<file path="src/inc/afeira_pkg.sv">
/*
 * Constants for the front-end indirect register access block.
 * Assumes an 8-bit processor port and a single clock.
 */
package afeira_pkg;

    // ------------------------------------------------------------
    // Processor-visible offsets
    // ------------------------------------------------------------
    localparam logic [7:0] OFS_WRITE_DATA = 8'h0a;
    localparam logic [7:0] OFS_TARGET = 8'h0b;
    localparam logic [7:0] OFS_READ_DATA = 8'h2d;
    localparam logic [7:0] OFS_CLOCK_CTRL = 8'h30;

    // ------------------------------------------------------------
    // Front-end register addresses
    // ------------------------------------------------------------
    localparam logic [6:0] AFE_LINE_ADDR = 7'h00;
    localparam logic [6:0] AFE_CONV_ADDR = 7'h01;

    // ------------------------------------------------------------
    // Field positions
    // ------------------------------------------------------------
    localparam int TGT_DIR_BIT = 7;
    localparam int CLK_EN_BIT = 0;
    localparam int LINE_RESET_BIT = 7;
    localparam int LINE_FRONT_END_POWERDOWN_BIT = 6;
    localparam int LINE_LOOP_PIN_BIT = 5;
    localparam int LINE_LOOP_FILT_BIT = 4;
    localparam int LINE_BUF_OFF_BIT = 3;
    localparam int LINE_LIGHT_BIT = 2;
    localparam int LINE_UP_BIT = 1;
    localparam int LINE_ZERO_BIT = 0;
    localparam int CONV_CAL_BIT = 7;
    localparam int CONV_CLR_BIT = 6;
    localparam int CONV_OVR_HI = 5;
    localparam int CONV_OVR_LO = 3;
    localparam int CONV_GAIN_HI = 2;
    localparam int CONV_GAIN_LO = 0;

    // ------------------------------------------------------------
    // Reset values and selector codes
    // ------------------------------------------------------------
    localparam logic [7:0] RST_BYTE = 8'h00;
    localparam logic [2:0] OVR_CODE_TOP = 3'h7;
    localparam logic [2:0] OVR_CODE_FIRST = 3'h2;

    // ------------------------------------------------------------
    // Transfer sequencer states
    // ------------------------------------------------------------
    typedef enum logic [1:0] {
        AFEIRA_IDLE = 2'b00,
        AFEIRA_WRITE = 2'b01,
        AFEIRA_READ = 2'b10,
        AFEIRA_WAIT = 2'b11
    } afeira_state_e;

endpackage : afeira_pkg

</file>
<file path="src/inc/afeira_if.sv">
/*
 * Transfer channel between the sequencer and the front-end registers.
 * Assumes both ends share one clock.
 */
`timescale 1ns/100ps
interface afeira_if;
    logic req_valid;
    logic req_write;
    logic req_index;
    logic [7:0] req_data;
    logic rsp_valid;
    logic [7:0] rsp_data;

    modport master (output req_valid, output req_write, output req_index, output req_data,
                    input rsp_valid, input rsp_data);
    modport slave (input req_valid, input req_write, input req_index, input req_data,
                   output rsp_valid, output rsp_data);
endinterface : afeira_if

</file>
<file path="src/logic/afeira_ovr_mux.sv">
/*
 * Overrange status selector over six integrator detects.
 * Assumes detect inputs synchronous to clk_in.
 */
`timescale 1ns/100ps
module afeira_ovr_mux (
    input wire logic clk_in,
    input wire logic resetn_in,
    input wire logic [2:0] select_in,
    input wire logic [5:0] detect_in,
    output logic status_out
);
    logic status;
    logic next_status;
    logic [2:0] pick;

    // ------------------------------------------------------------
    // Source selection
    // ------------------------------------------------------------
    // Code to integrator map
    always_comb begin
        pick = afeira_pkg::OVR_CODE_TOP - select_in;
        if (select_in < afeira_pkg::OVR_CODE_FIRST) begin
            next_status = |detect_in;
        end else begin
            next_status = detect_in[pick];
        end
    end

    always_ff @(posedge clk_in or negedge resetn_in) begin
        if (!resetn_in) begin
            status <= 1'b0;
        end else begin
            status <= next_status;
        end
    end

    assign status_out = status;
endmodule : afeira_ovr_mux

</file>
<file path="src/logic/afeira_afe_core.sv">
/*
 * The two front-end configuration registers and their control outputs.
 * Assumes requests arrive only from the transfer sequencer.
 */
`timescale 1ns/100ps
module afeira_afe_core (
    input wire logic clk_in,
    input wire logic resetn_in,
    afeira_if.slave xfer,
    output logic [7:0] line_out,
    output logic [7:0] conv_out,
    output logic integrator_clear_out
);
    logic [7:0] line;
    logic [7:0] conv;
    logic clear;
    logic rsp_valid;
    logic [7:0] rsp_data;
    logic [7:0] next_line;
    logic [7:0] next_conv;
    logic next_clear;
    logic next_rsp_valid;
    logic [7:0] next_rsp_data;
    logic wipe;

    // ------------------------------------------------------------
    // Register update
    // ------------------------------------------------------------
    always_comb begin
        next_line = line;
        next_conv = conv;
        wipe = xfer.req_valid && xfer.req_write && !xfer.req_index
            && xfer.req_data[afeira_pkg::LINE_RESET_BIT];
        if (xfer.req_valid && xfer.req_write) begin
            if (xfer.req_index) begin
                next_conv = xfer.req_data;
            end else begin
                next_line = xfer.req_data;
            end
        end
        if (wipe) begin
            next_line = afeira_pkg::RST_BYTE;
            next_conv = afeira_pkg::RST_BYTE;
        end
        next_clear = wipe || conv[afeira_pkg::CONV_CLR_BIT];
        next_rsp_valid = xfer.req_valid && !xfer.req_write;
        next_rsp_data = xfer.req_index ? conv : line;
    end

    always_ff @(posedge clk_in or negedge resetn_in) begin
        if (!resetn_in) begin
            line <= afeira_pkg::RST_BYTE;
            conv <= afeira_pkg::RST_BYTE;
            clear <= 1'b0;
            rsp_valid <= 1'b0;
            rsp_data <= afeira_pkg::RST_BYTE;
        end else begin
            line <= next_line;
            conv <= next_conv;
            clear <= next_clear;
            rsp_valid <= next_rsp_valid;
            rsp_data <= next_rsp_data;
        end
    end

    assign line_out = line;
    assign conv_out = conv;
    assign integrator_clear_out = clear;
    assign xfer.rsp_valid = rsp_valid;
    assign xfer.rsp_data = rsp_data;
endmodule : afeira_afe_core

</file>
<file path="src/logic/afeira_top.sv">
/*
 * Indirect access path from processor registers to two front-end registers.
 * Assumes single-cycle processor strobes synchronous to clk_in.
 */
`timescale 1ns/100ps
module afeira_top (
    input wire logic clk_in,
    input wire logic resetn_in,
    input wire logic cpu_cs_in,
    input wire logic cpu_we_in,
    input wire logic cpu_re_in,
    input wire logic [7:0] cpu_addr_in,
    input wire logic [7:0] cpu_wdata_in,
    input wire logic [5:0] integrator_overrange_in,
    output logic [7:0] cpu_rdata_out,
    output logic cpu_rvalid_out,
    output logic master_clock_enable_out,
    output logic front_end_powerdown_out,
    output logic line_pin_loopback_out,
    output logic filter_output_loopback_out,
    output logic tx_buffer_off_out,
    output logic tx_light_load_mode_out,
    output logic upstream_select_out,
    output logic normal_mode_zero_bit_out,
    output logic rx_offset_calibrate_out,
    output logic rx_integrator_clear_out,
    output logic [2:0] rx_gain_select_out,
    output logic overrange_status_out
);

    // ------------------------------------------------------------
    // Declarations
    // ------------------------------------------------------------
    afeira_if xfer ();

    logic [7:0] afe_write_data;
    logic [7:0] afe_target_and_direction;
    logic [7:0] afe_read_data;
    logic [7:0] master_clock_control;
    logic [7:0] next_afe_write_data;
    logic [7:0] next_afe_target_and_direction;
    logic [7:0] next_afe_read_data;
    logic [7:0] next_master_clock_control;

    afeira_pkg::afeira_state_e state;
    afeira_pkg::afeira_state_e next_state;
    logic req_valid;
    logic req_write;
    logic req_index;
    logic [7:0] req_data;
    logic next_req_valid;
    logic next_req_write;
    logic next_req_index;
    logic [7:0] next_req_data;

    logic [7:0] rdata;
    logic rvalid;
    logic [7:0] next_rdata;
    logic next_rvalid;

    logic [7:0] line;
    logic [7:0] conv;
    logic clock_on;
    logic wr_hit;
    logic rd_hit;
    logic open_access;
    logic tgt_write;
    logic tgt_known;

    // ------------------------------------------------------------
    // Access decode
    // ------------------------------------------------------------
    assign clock_on = master_clock_control[afeira_pkg::CLK_EN_BIT];
    assign open_access = clock_on || (cpu_addr_in == afeira_pkg::OFS_CLOCK_CTRL);
    assign wr_hit = cpu_cs_in && cpu_we_in && open_access;
    assign rd_hit = cpu_cs_in && cpu_re_in && !cpu_we_in;
    // Only the target register starts a transfer
    assign tgt_write = wr_hit && (cpu_addr_in == afeira_pkg::OFS_TARGET);
    assign tgt_known = cpu_wdata_in[6:0] == afeira_pkg::AFE_LINE_ADDR
        || cpu_wdata_in[6:0] == afeira_pkg::AFE_CONV_ADDR;

    // ------------------------------------------------------------
    // Processor registers
    // ------------------------------------------------------------
    always_comb begin
        next_afe_write_data = afe_write_data;
        next_afe_target_and_direction = afe_target_and_direction;
        next_afe_read_data = afe_read_data;
        next_master_clock_control = master_clock_control;
        if (wr_hit) begin
            case (cpu_addr_in)
                afeira_pkg::OFS_WRITE_DATA: begin
                    next_afe_write_data = cpu_wdata_in;
                end
                afeira_pkg::OFS_TARGET: begin
                    next_afe_target_and_direction = cpu_wdata_in;
                end
                afeira_pkg::OFS_READ_DATA: begin
                    next_afe_read_data = cpu_wdata_in;
                end
                afeira_pkg::OFS_CLOCK_CTRL: begin
                    next_master_clock_control = cpu_wdata_in;
                end
                default: begin
                    next_afe_write_data = afe_write_data;
                end
            endcase
        end
        if (state == afeira_pkg::AFEIRA_WAIT && xfer.rsp_valid) begin
            next_afe_read_data = xfer.rsp_data;
        end else if (tgt_write && cpu_wdata_in[afeira_pkg::TGT_DIR_BIT] && !tgt_known) begin
            next_afe_read_data = afeira_pkg::RST_BYTE;
        end
    end

    always_ff @(posedge clk_in or negedge resetn_in) begin
        if (!resetn_in) begin
            afe_write_data <= afeira_pkg::RST_BYTE;
            afe_target_and_direction <= afeira_pkg::RST_BYTE;
            afe_read_data <= afeira_pkg::RST_BYTE;
            master_clock_control <= afeira_pkg::RST_BYTE;
        end else begin
            afe_write_data <= next_afe_write_data;
            afe_target_and_direction <= next_afe_target_and_direction;
            afe_read_data <= next_afe_read_data;
            master_clock_control <= next_master_clock_control;
        end
    end

    // ------------------------------------------------------------
    // Transfer sequencer
    // ------------------------------------------------------------
    always_comb begin
        next_state = state;
        next_req_valid = 1'b0;
        next_req_write = req_write;
        next_req_index = req_index;
        next_req_data = req_data;
        case (state)
            afeira_pkg::AFEIRA_IDLE: begin
                if (tgt_write && tgt_known) begin
                    next_req_valid = 1'b1;
                    next_req_index = cpu_wdata_in[0];
                    if (cpu_wdata_in[afeira_pkg::TGT_DIR_BIT]) begin
                        next_req_write = 1'b0;
                        next_state = afeira_pkg::AFEIRA_READ;
                    end else begin
                        next_req_write = 1'b1;
                        next_req_data = afe_write_data;
                        next_state = afeira_pkg::AFEIRA_WRITE;
                    end
                end
            end
            afeira_pkg::AFEIRA_WRITE: begin
                next_state = afeira_pkg::AFEIRA_IDLE;
            end
            afeira_pkg::AFEIRA_READ: begin
                next_state = afeira_pkg::AFEIRA_WAIT;
            end
            afeira_pkg::AFEIRA_WAIT: begin
                if (xfer.rsp_valid) begin
                    next_state = afeira_pkg::AFEIRA_IDLE;
                end
            end
            default: begin
                next_state = afeira_pkg::AFEIRA_IDLE;
            end
        endcase
    end

    always_ff @(posedge clk_in or negedge resetn_in) begin
        if (!resetn_in) begin
            state <= afeira_pkg::AFEIRA_IDLE;
            req_valid <= 1'b0;
            req_write <= 1'b0;
            req_index <= 1'b0;
            req_data <= afeira_pkg::RST_BYTE;
        end else begin
            state <= next_state;
            req_valid <= next_req_valid;
            req_write <= next_req_write;
            req_index <= next_req_index;
            req_data <= next_req_data;
        end
    end

    assign xfer.req_valid = req_valid;
    assign xfer.req_write = req_write;
    assign xfer.req_index = req_index;
    assign xfer.req_data = req_data;

    // ------------------------------------------------------------
    // Read port
    // ------------------------------------------------------------
    always_comb begin
        next_rvalid = rd_hit;
        next_rdata = afeira_pkg::RST_BYTE;
        if (rd_hit && open_access) begin
            case (cpu_addr_in)
                afeira_pkg::OFS_WRITE_DATA: begin
                    next_rdata = afe_write_data;
                end
                afeira_pkg::OFS_TARGET: begin
                    next_rdata = afe_target_and_direction;
                end
                afeira_pkg::OFS_READ_DATA: begin
                    next_rdata = afe_read_data;
                end
                afeira_pkg::OFS_CLOCK_CTRL: begin
                    next_rdata = master_clock_control;
                end
                default: begin
                    next_rdata = afeira_pkg::RST_BYTE;
                end
            endcase
        end
    end

    always_ff @(posedge clk_in or negedge resetn_in) begin
        if (!resetn_in) begin
            rdata <= afeira_pkg::RST_BYTE;
            rvalid <= 1'b0;
        end else begin
            rdata <= next_rdata;
            rvalid <= next_rvalid;
        end
    end

    assign cpu_rdata_out = rdata;
    assign cpu_rvalid_out = rvalid;
    assign master_clock_enable_out = clock_on;

    // ------------------------------------------------------------
    // Front end and its control outputs
    // ------------------------------------------------------------
    afeira_afe_core u_core (
        .clk_in(clk_in),
        .resetn_in(resetn_in),
        .xfer(xfer.slave),
        .line_out(line),
        .conv_out(conv),
        .integrator_clear_out(rx_integrator_clear_out)
    );

    assign front_end_powerdown_out = line[afeira_pkg::LINE_FRONT_END_POWERDOWN_BIT];
    assign line_pin_loopback_out = line[afeira_pkg::LINE_LOOP_PIN_BIT];
    assign filter_output_loopback_out = line[afeira_pkg::LINE_LOOP_FILT_BIT];
    assign tx_buffer_off_out = line[afeira_pkg::LINE_BUF_OFF_BIT];
    assign tx_light_load_mode_out = line[afeira_pkg::LINE_LIGHT_BIT];
    assign upstream_select_out = line[afeira_pkg::LINE_UP_BIT];
    assign normal_mode_zero_bit_out = line[afeira_pkg::LINE_ZERO_BIT];
    assign rx_offset_calibrate_out = conv[afeira_pkg::CONV_CAL_BIT];
    assign rx_gain_select_out = conv[afeira_pkg::CONV_GAIN_HI:afeira_pkg::CONV_GAIN_LO];

    afeira_ovr_mux u_ovr (
        .clk_in(clk_in),
        .resetn_in(resetn_in),
        .select_in(conv[afeira_pkg::CONV_OVR_HI:afeira_pkg::CONV_OVR_LO]),
        .detect_in(integrator_overrange_in),
        .status_out(overrange_status_out)
    );
endmodule : afeira_top

</file>
<file path="config.mk">
export PLATFORM = sky130hd
export DESIGN_NAME = afeira_top
export DESIGN_NICKNAME = d
export VERILOG_FILES = /design/src/inc/afeira_pkg.sv /design/src/inc/afeira_if.sv /design/src/logic/afeira_ovr_mux.sv /design/src/logic/afeira_afe_core.sv /design/src/logic/afeira_top.sv
export SDC_FILE = /design/constraint.sdc
export NUM_CORES = 1
export LEC_CHECK = 0
export CAP_MARGIN = 20
export CORE_MARGIN = 2
export CORE_UTILIZATION = 25
export CTS_CLUSTER_SIZE = 8
export DETAILED_ROUTE_END_ITERATION = 10
export DONT_BUFFER_PORTS = 1
export GPL_TIMING_DRIVEN = 1
export HOLD_SLACK_MARGIN = 0.12
export SKIP_LAST_GASP = 1
export SYNTH_ARGS = -nofsm -noshare
export SYNTH_HDL_FRONTEND = slang
export SYNTH_HIERARCHICAL = 1
export SYNTH_SLANG_ARGS = --single-unit
</file>
<file path="constraint.sdc">
create_clock -name clk_in -period 2.8 [get_ports clk_in]
set_input_delay 0.28 -clock clk_in [delete_from_list [all_inputs] [get_ports clk_in]]
set_output_delay 0.28 -clock clk_in [all_outputs]
set_load 0.01 [all_outputs]
</file>
==> metrics.csv, run 1 <==
metric;value;unit
drt pass-1 iters;5;
max_cap viols;0;
count of final max-slew check failures;0;
fillcell total;1386;
post-synthesis xor/xnor area fraction;0;
final setup fails;0;
power share of the clock group;0.508;
drt total wl;8.36;mm
Switching Share;0.196;
setup TNS;0;ns
mux share of post-synthesis cell area;0.189;
clock buffer depth;2;
die area;15100;um2
RSZ-0062 raised after global routing;false;
core region area;13800;um2
Via density;4.79;
nets@finish;293;
Peak VDD IR;0.000283;V
min-delay worst type;input port to register;
clk sink count;81;
Hold-fix buffers, CTS;12;
# rows;43;
switching power;495;uW
Pint;2.03;mW
Layout Cells excl Fill;451;
H-tree levels;3;
startpoint types;register;
Synth cell types;44;
Synth Register Bits;81;
global-route wire length before repair;13.6;mm
largest family of logic cells by synthesized area;multiplexers;
CTS Buf Count;9;
grt ovf;0;
First DRT Iteration DRCs;86;
layout overhead on the synthesized area;17.7;%
Mapped Cells;256;
Worst Setup End Kind;register;
Synth Area in Simple Gates;0.0940;
Total Power;2.52;mW
Inst Count DP;423;
CTS tree;done;
ys async rst share;1.00;
ANT nets after route;0;
Netlist Area Pre-Place;3530;um2
CP Data Required Time;3.01;ns
Synth Area in Adders;0;
io pins;50;
initial antenna violation count;0;
Post-CTS Resized;0;
final worst path period share;0.664;
CP max FO;9;
Worst Hold Depth;2;
relative slew slack;0.571;
ys flop type;dfrtp_1;
Root Buffer;clkbuf_16;
outcome;completed;
Post-route DRC;0;
sequential power share;0.467;
LEAKAGE;1.94;nW
Skew-Pair Late Insertion Delay;0.33;ns
Post-synth EDFFs;0;
worst slew pin tran;0.639;ns
Synth Area in Compound Gates;0.114;
worst clock skew;0.00530;ns
commonest non-fill, non-tap cell in the layout;dfrtp_1;
commonest non-fill, non-tap cells in the layout;dfrtp_1, mux2_2, a22oi_1, mux2_1, dlygate4sd3_1;
power per cell area;608;nW/um2
Worst Path Arrival;2.07;ns
ratio of cells with drive above 1 in the final layout;0.218;
clock-pin slew on the worst setup and hold paths;0.06;ns
register area share after synthesis;0.575;
largest net degree at the start of global routing;82;
vias in the first global route;2383;
antenna cells;0;
hpwl dp;5.74;mm
net count after synthesis;283;
Vias;2162;
synth warn;6;
Die H;123;um
Avg Synthesized Cell Area;13.8;um2
R2R depth;3;
wire per inst;18.5;um
GP Congestion;0.711;
DIE WIDTH;123;um
initial core utilization;0.255;
Tot GR Track Use;0.120;
fin crit period;1.86;ns
combinational power share;0.025;
Fin. Hold Viols;0;
Post-CTS Setup Bufs;0;
I/O Buffers;0;
Max Freq;538;MHz
Setup CP Type;register to register;
Final Core Density;0.300;
logic make-up (layout without fill, tap and decap cells):
kind of cell | Yosys count | after routing
AO/OA/AOI/OAI | 51 | 51
flip-flops | 81 | 81
buffers and inverters | 18 | 33
multiplexers | 56 | 56
AND/OR/NAND/NOR | 50 | 50
area by class of cell:
type,instances,area [um2],share of cell area
clock buffers,12,256,0.0618
clock inverters,4,75.1,0.0181
inverters,3,11.3,0.00271
multi-input cells,157,1400,0.338
flip-flops and latches,81,2030,0.489
well taps,180,225,0.0543
repair buffers,14,153,0.0368
sequential cells by signal (all words and copies together), names as in the netlist:
name	count
afe_read_data	8
afe_target_and_direction	8
afe_write_data	8
cpu_rdata_out	8
master_clock_control	8
req_data	8
u_core/conv_out	8
u_core/line_out	8
u_core/xfer.rsp_data	8
state	2
cpu_rvalid_out	1
req_index	1
req_valid	1
req_write	1
u_core/integrator_clear_out	1
u_core/xfer.rsp_valid	1
u_ovr/status_out	1
worst max-delay path, cell delays in order (launching register included):
cell     delay (ns)
dfrtp_1        0.50
o211a_1        0.37
and4_1         0.50
mux2_1         0.36
per-stage QoR:
stage	instance area, um2	hold WS (ns)	setup WS [ns]
after floorplan	3530	-0.0156	0.989
after global placement	3680	-0.0114	0.724
after detailed placement	3680	-0.0123	0.675
after CTS	4150	0.186	0.945
after global routing	4150	0.206	0.842
final	4150	0.185	0.940
synthesized netlist by cell type, types with 2 or more instances:
master | instances | area share
nor4b_1 | 2 | 0.0050
nand2_1 | 5 | 0.0053
mux2i_1 | 4 | 0.011
and4_1 | 4 | 0.0099
and4b_1 | 4 | 0.011
mux2_2 | 28 | 0.089
a21oi_1 | 8 | 0.011
buf_2 | 5 | 0.0071
mux2_1 | 16 | 0.051
nand3_1 | 3 | 0.0043
mux2_4 | 7 | 0.030
nor2b_1 | 10 | 0.018
a221o_1 | 5 | 0.014
a22oi_1 | 16 | 0.034
clkbuf_1 | 4 | 0.0043
nor2_1 | 7 | 0.0075
inv_1 | 3 | 0.0032
and2_1 | 5 | 0.0089
buf_4 | 4 | 0.0085
and3_1 | 3 | 0.0053
dfrtp_1 | 81 | 0.57
a41oi_1 | 3 | 0.0075
a22o_1 | 8 | 0.020
power groups by stage:
stage          combinational [mW]  sequential, mW  clock (mW)
3_3_place_gp               0.0173            1.20           0
3_5_place_dp               0.0176            1.20           0
5_1_grt                    0.0716            1.18        1.35
4_1_cts                    0.0653            1.18        1.31
2_1_floorplan              0.0163            1.20           0
6_report                   0.0629            1.18        1.28
final timing paths:
kind	slack, ns	start	end
setup / recovery	0.94	master_clock_control[0]	afe_write_data[5]
hold / removal	0.19	integrator_overrange_in[4]	u_ovr/status_out
setup reg to reg	0.94	master_clock_control[0]	afe_write_data[5]
hold reg to reg	0.49	u_core/line_out[7]	u_core/line_out[7]
max in group asynchronous	1.98	resetn_in	u_core/xfer.rsp_data[4]
min in group asynchronous	0.50	resetn_in	cpu_rdata_out[0]
per-layer routing:
layer	GRT usage	wire length (um)	vias up
met2	0.186	3960	57
met1	0.151	3650	1112
met3	0.0455	515	17
met4	0.0489	230	0
li1	-	-	976
met5	0	0	-
(Power assumes the default switching activity.)
==> inputs of run 2 (changes only) <==
clock period = 1.5 ns   (was 2.8 ns; I/O delays follow)
==> run 2 against run 1 <==
  * The flow now finishes with violations (negative hold slack)
  * Core utilization up 1.4 points
  * Non-clock buffer count grew 19
  * Sequential share of layout area fell by 2.2 points
  * Sequential power increased by 86%
  * First-iteration DRC count is 45% higher
  * Largest cell class unchanged
==> metrics.csv, run 2 (same netlist as run 1, synthesis figures left out) <==
metric;value;unit;change
global-route wire length before repair;13.5;mm;was 13.6 mm
I/O Buffers;0;;unchanged
outcome;finished, violations left;;was completed
clock buffer depth;2;;unchanged
DIE WIDTH;123;um;unchanged
grt ovf;0;;unchanged
Via density;4.84;;was 4.79
drt total wl;8.48;mm;was 8.36 mm
commonest non-fill, non-tap cell in the layout;dfrtp_1;;unchanged
ratio of cells with drive above 1 in the final layout;0.290;;was 0.218
CTS tree;done;;unchanged
final setup fails;0;;unchanged
Max Freq;691;MHz;was 538 MHz
worst setup path startpoint;master_clock_control[0];;unchanged
CTS Buf Count;9;;unchanged
initial core utilization;0.255;;unchanged
power share of the clock group;0.506;;was 0.508
RR Startpoint;master_clock_control[0];;unchanged
Worst Path Arrival;1.67;ns;was 2.07 ns
Inst Count DP;439;;was 423
post-route worst setup slack;0.0519;ns;was 0.940 ns
vias in the first global route;2444;;was 2383
startpoint types;register;;unchanged
critical path, cell by cell;o211a_1 -> buf_4 -> a21oi_4 -> mux2_2;;was o211a_1 -> and4_1 -> mux2_1
WHS;-0.494;ns;was 0.185 ns
Final Core Density;0.314;;was 0.300
clk sink count;81;;unchanged
Layout Cells excl Fill;470;;was 451
nets@finish;312;;was 293
final worst path period share;0.965;;was 0.664
worst slew pin tran;0.444;ns;was 0.639 ns
H-tree levels;3;;unchanged
Pint;3.69;mW;was 2.03 mW
Worst Setup End Kind;register;;unchanged
combinational power share;0.017;;was 0.025
Hold-fix buffers, CTS;13;;was 12
relative slew slack;0.703;;was 0.571
antenna cells;0;;unchanged
min-delay worst type;input port to async pin;;was input port to register
ANT nets after route;0;;unchanged
core region area;13800;um2;unchanged
switching power;919;uW;was 495 uW
commonest non-fill, non-tap cells in the layout;dfrtp_1, mux2_2, buf_4;;was dfrtp_1, mux2_2, a22oi_1, mux2_1, dlygate4sd3_1
pre-CTS setup slack;-0.212;ns;was 0.675 ns
Tot GR Track Use;0.120;;about the same
max_cap viols;0;;unchanged
Max stage delay on crit path;0.38;ns;was 0.50 ns
Setup CP Type;register to register;;unchanged
sequential power share;0.476;;was 0.467
Vias;2277;;was 2162
RSZ-0062 raised after global routing;true;;was false
First DRT Iteration DRCs;125;;was 86
LEAKAGE;2.04;nW;was 1.94 nW
slowest CP cell;dfrtp_1;;unchanged
Peak VDD IR;0.000553;V;was 0.000283 V
die area;15100;um2;unchanged
clock-pin slew on the worst setup and hold paths;0.06;ns;about the same
power per cell area;1060;nW/um2;was 608 nW/um2
io pins;50;;unchanged
failing checks;negative hold slack;;
hpwl dp;5.82;mm;was 5.74 mm
largest net degree at the start of global routing;82;;unchanged
# rows;43;;unchanged
initial antenna violation count;0;;unchanged
count of final max-slew check failures;0;;unchanged
Die H;123;um;unchanged
Total Power;4.61;mW;was 2.52 mW
drt pass-1 iters;4;;was 5
Root Buffer;clkbuf_16;;unchanged
worst clock skew;0.00657;ns;was 0.00530 ns
Skew-Pair Late Insertion Delay;0.34;ns;was 0.33 ns
Switching Share;0.199;;was 0.196
GP Congestion;0.763;;was 0.711
Fin. Hold Viols;81;;was 0
CP max FO;7;;was 9
layout overhead on the synthesized area;23.2;%;was 17.7%
wire per inst;18.0;um;was 18.5 um
Post-route DRC;0;;unchanged
CP Data Required Time;1.72;ns;was 3.01 ns
fin crit period;1.45;ns;was 1.86 ns
-- run 2: cell types whose count changed in the layout (fill, tap and decap cells not counted), moves of 2 or more --
cell	before	now
dlygate4sd3_1	11	13
nor4b_1	2	0
clkinv_2	0	2
clkbuf_8	2	0
buf_12	0	3
buf_4	2	17
-- run 2: repair_timing --
| action | CTS | global route |
|---|---|---|
| pin swaps | 1 | 2 |
| resized for setup | 2 | 3 |
| setup buffers | 2 | 0 |
| endpoints found under the setup margin | 3 | 15 |
| endpoints found under the hold margin | 115 | 81 |
-- run 2: per-stage QoR --
stage | TNS, ns | area [um2]
floorplan | -2.57 | 3560
global placement | -4.73 | 3860
detailed placement | -6.51 | 3860
CTS | 0 | 4340
global route | -0.00854 | 4340
finish | 0 | 4340
-- run 2: final cells by class --
type | count | area, um2
flip-flops and latches | 81 | 2030
repair buffers | 33 | 318
inverters | 3 | 11.3
multi-input cells | 157 | 1440
fillers | 1340 | 9480
well taps | 180 | 225
clock inverters | 7 | 93.8
clock buffers | 9 | 225
-- run 2: worst paths after layout --
path                       cells past startpoint                     endpoint  slack [ns]
min in group clk_in                            2             afe_read_data[4]        0.15
hold reg to reg                                1  afe_target_and_direction[0]        0.51
max in group asynchronous                      0                  req_data[0]        1.89
hold / removal                                 0            afe_write_data[4]       -0.49
setup / recovery                               4             afe_read_data[2]        0.05
setup reg to reg                               4             afe_read_data[2]        0.05
-- run 2: worst max-delay path, delay by kind of cell (launching register included) --
family	cells	cell delay (ns)
buffers and inverters	1	0.18
DFF	1	0.38
muxes	1	0.35
AOI/OAI and AO/OA	2	0.42
-- run 2: layer usage --
metal	global-route usage	wire length, um	vias up
met5	0	0	-
met4	0.0359	99	0
met3	0.0553	660	11
met2	0.190	4070	60
met1	0.145	3650	1184
li1	-	-	1022
-- run 2: power by group through the flow --
stage | clock network [mW] | logic [mW] | registers [mW]
detailed placement | 0 | 0.0400 | 2.24
global placement | 0 | 0.0389 | 2.24
floorplan | 0 | 0.0327 | 2.24
CTS | 2.37 | 0.0798 | 2.20
finish | 2.34 | 0.0802 | 2.20
global route | 2.48 | 0.0859 | 2.20
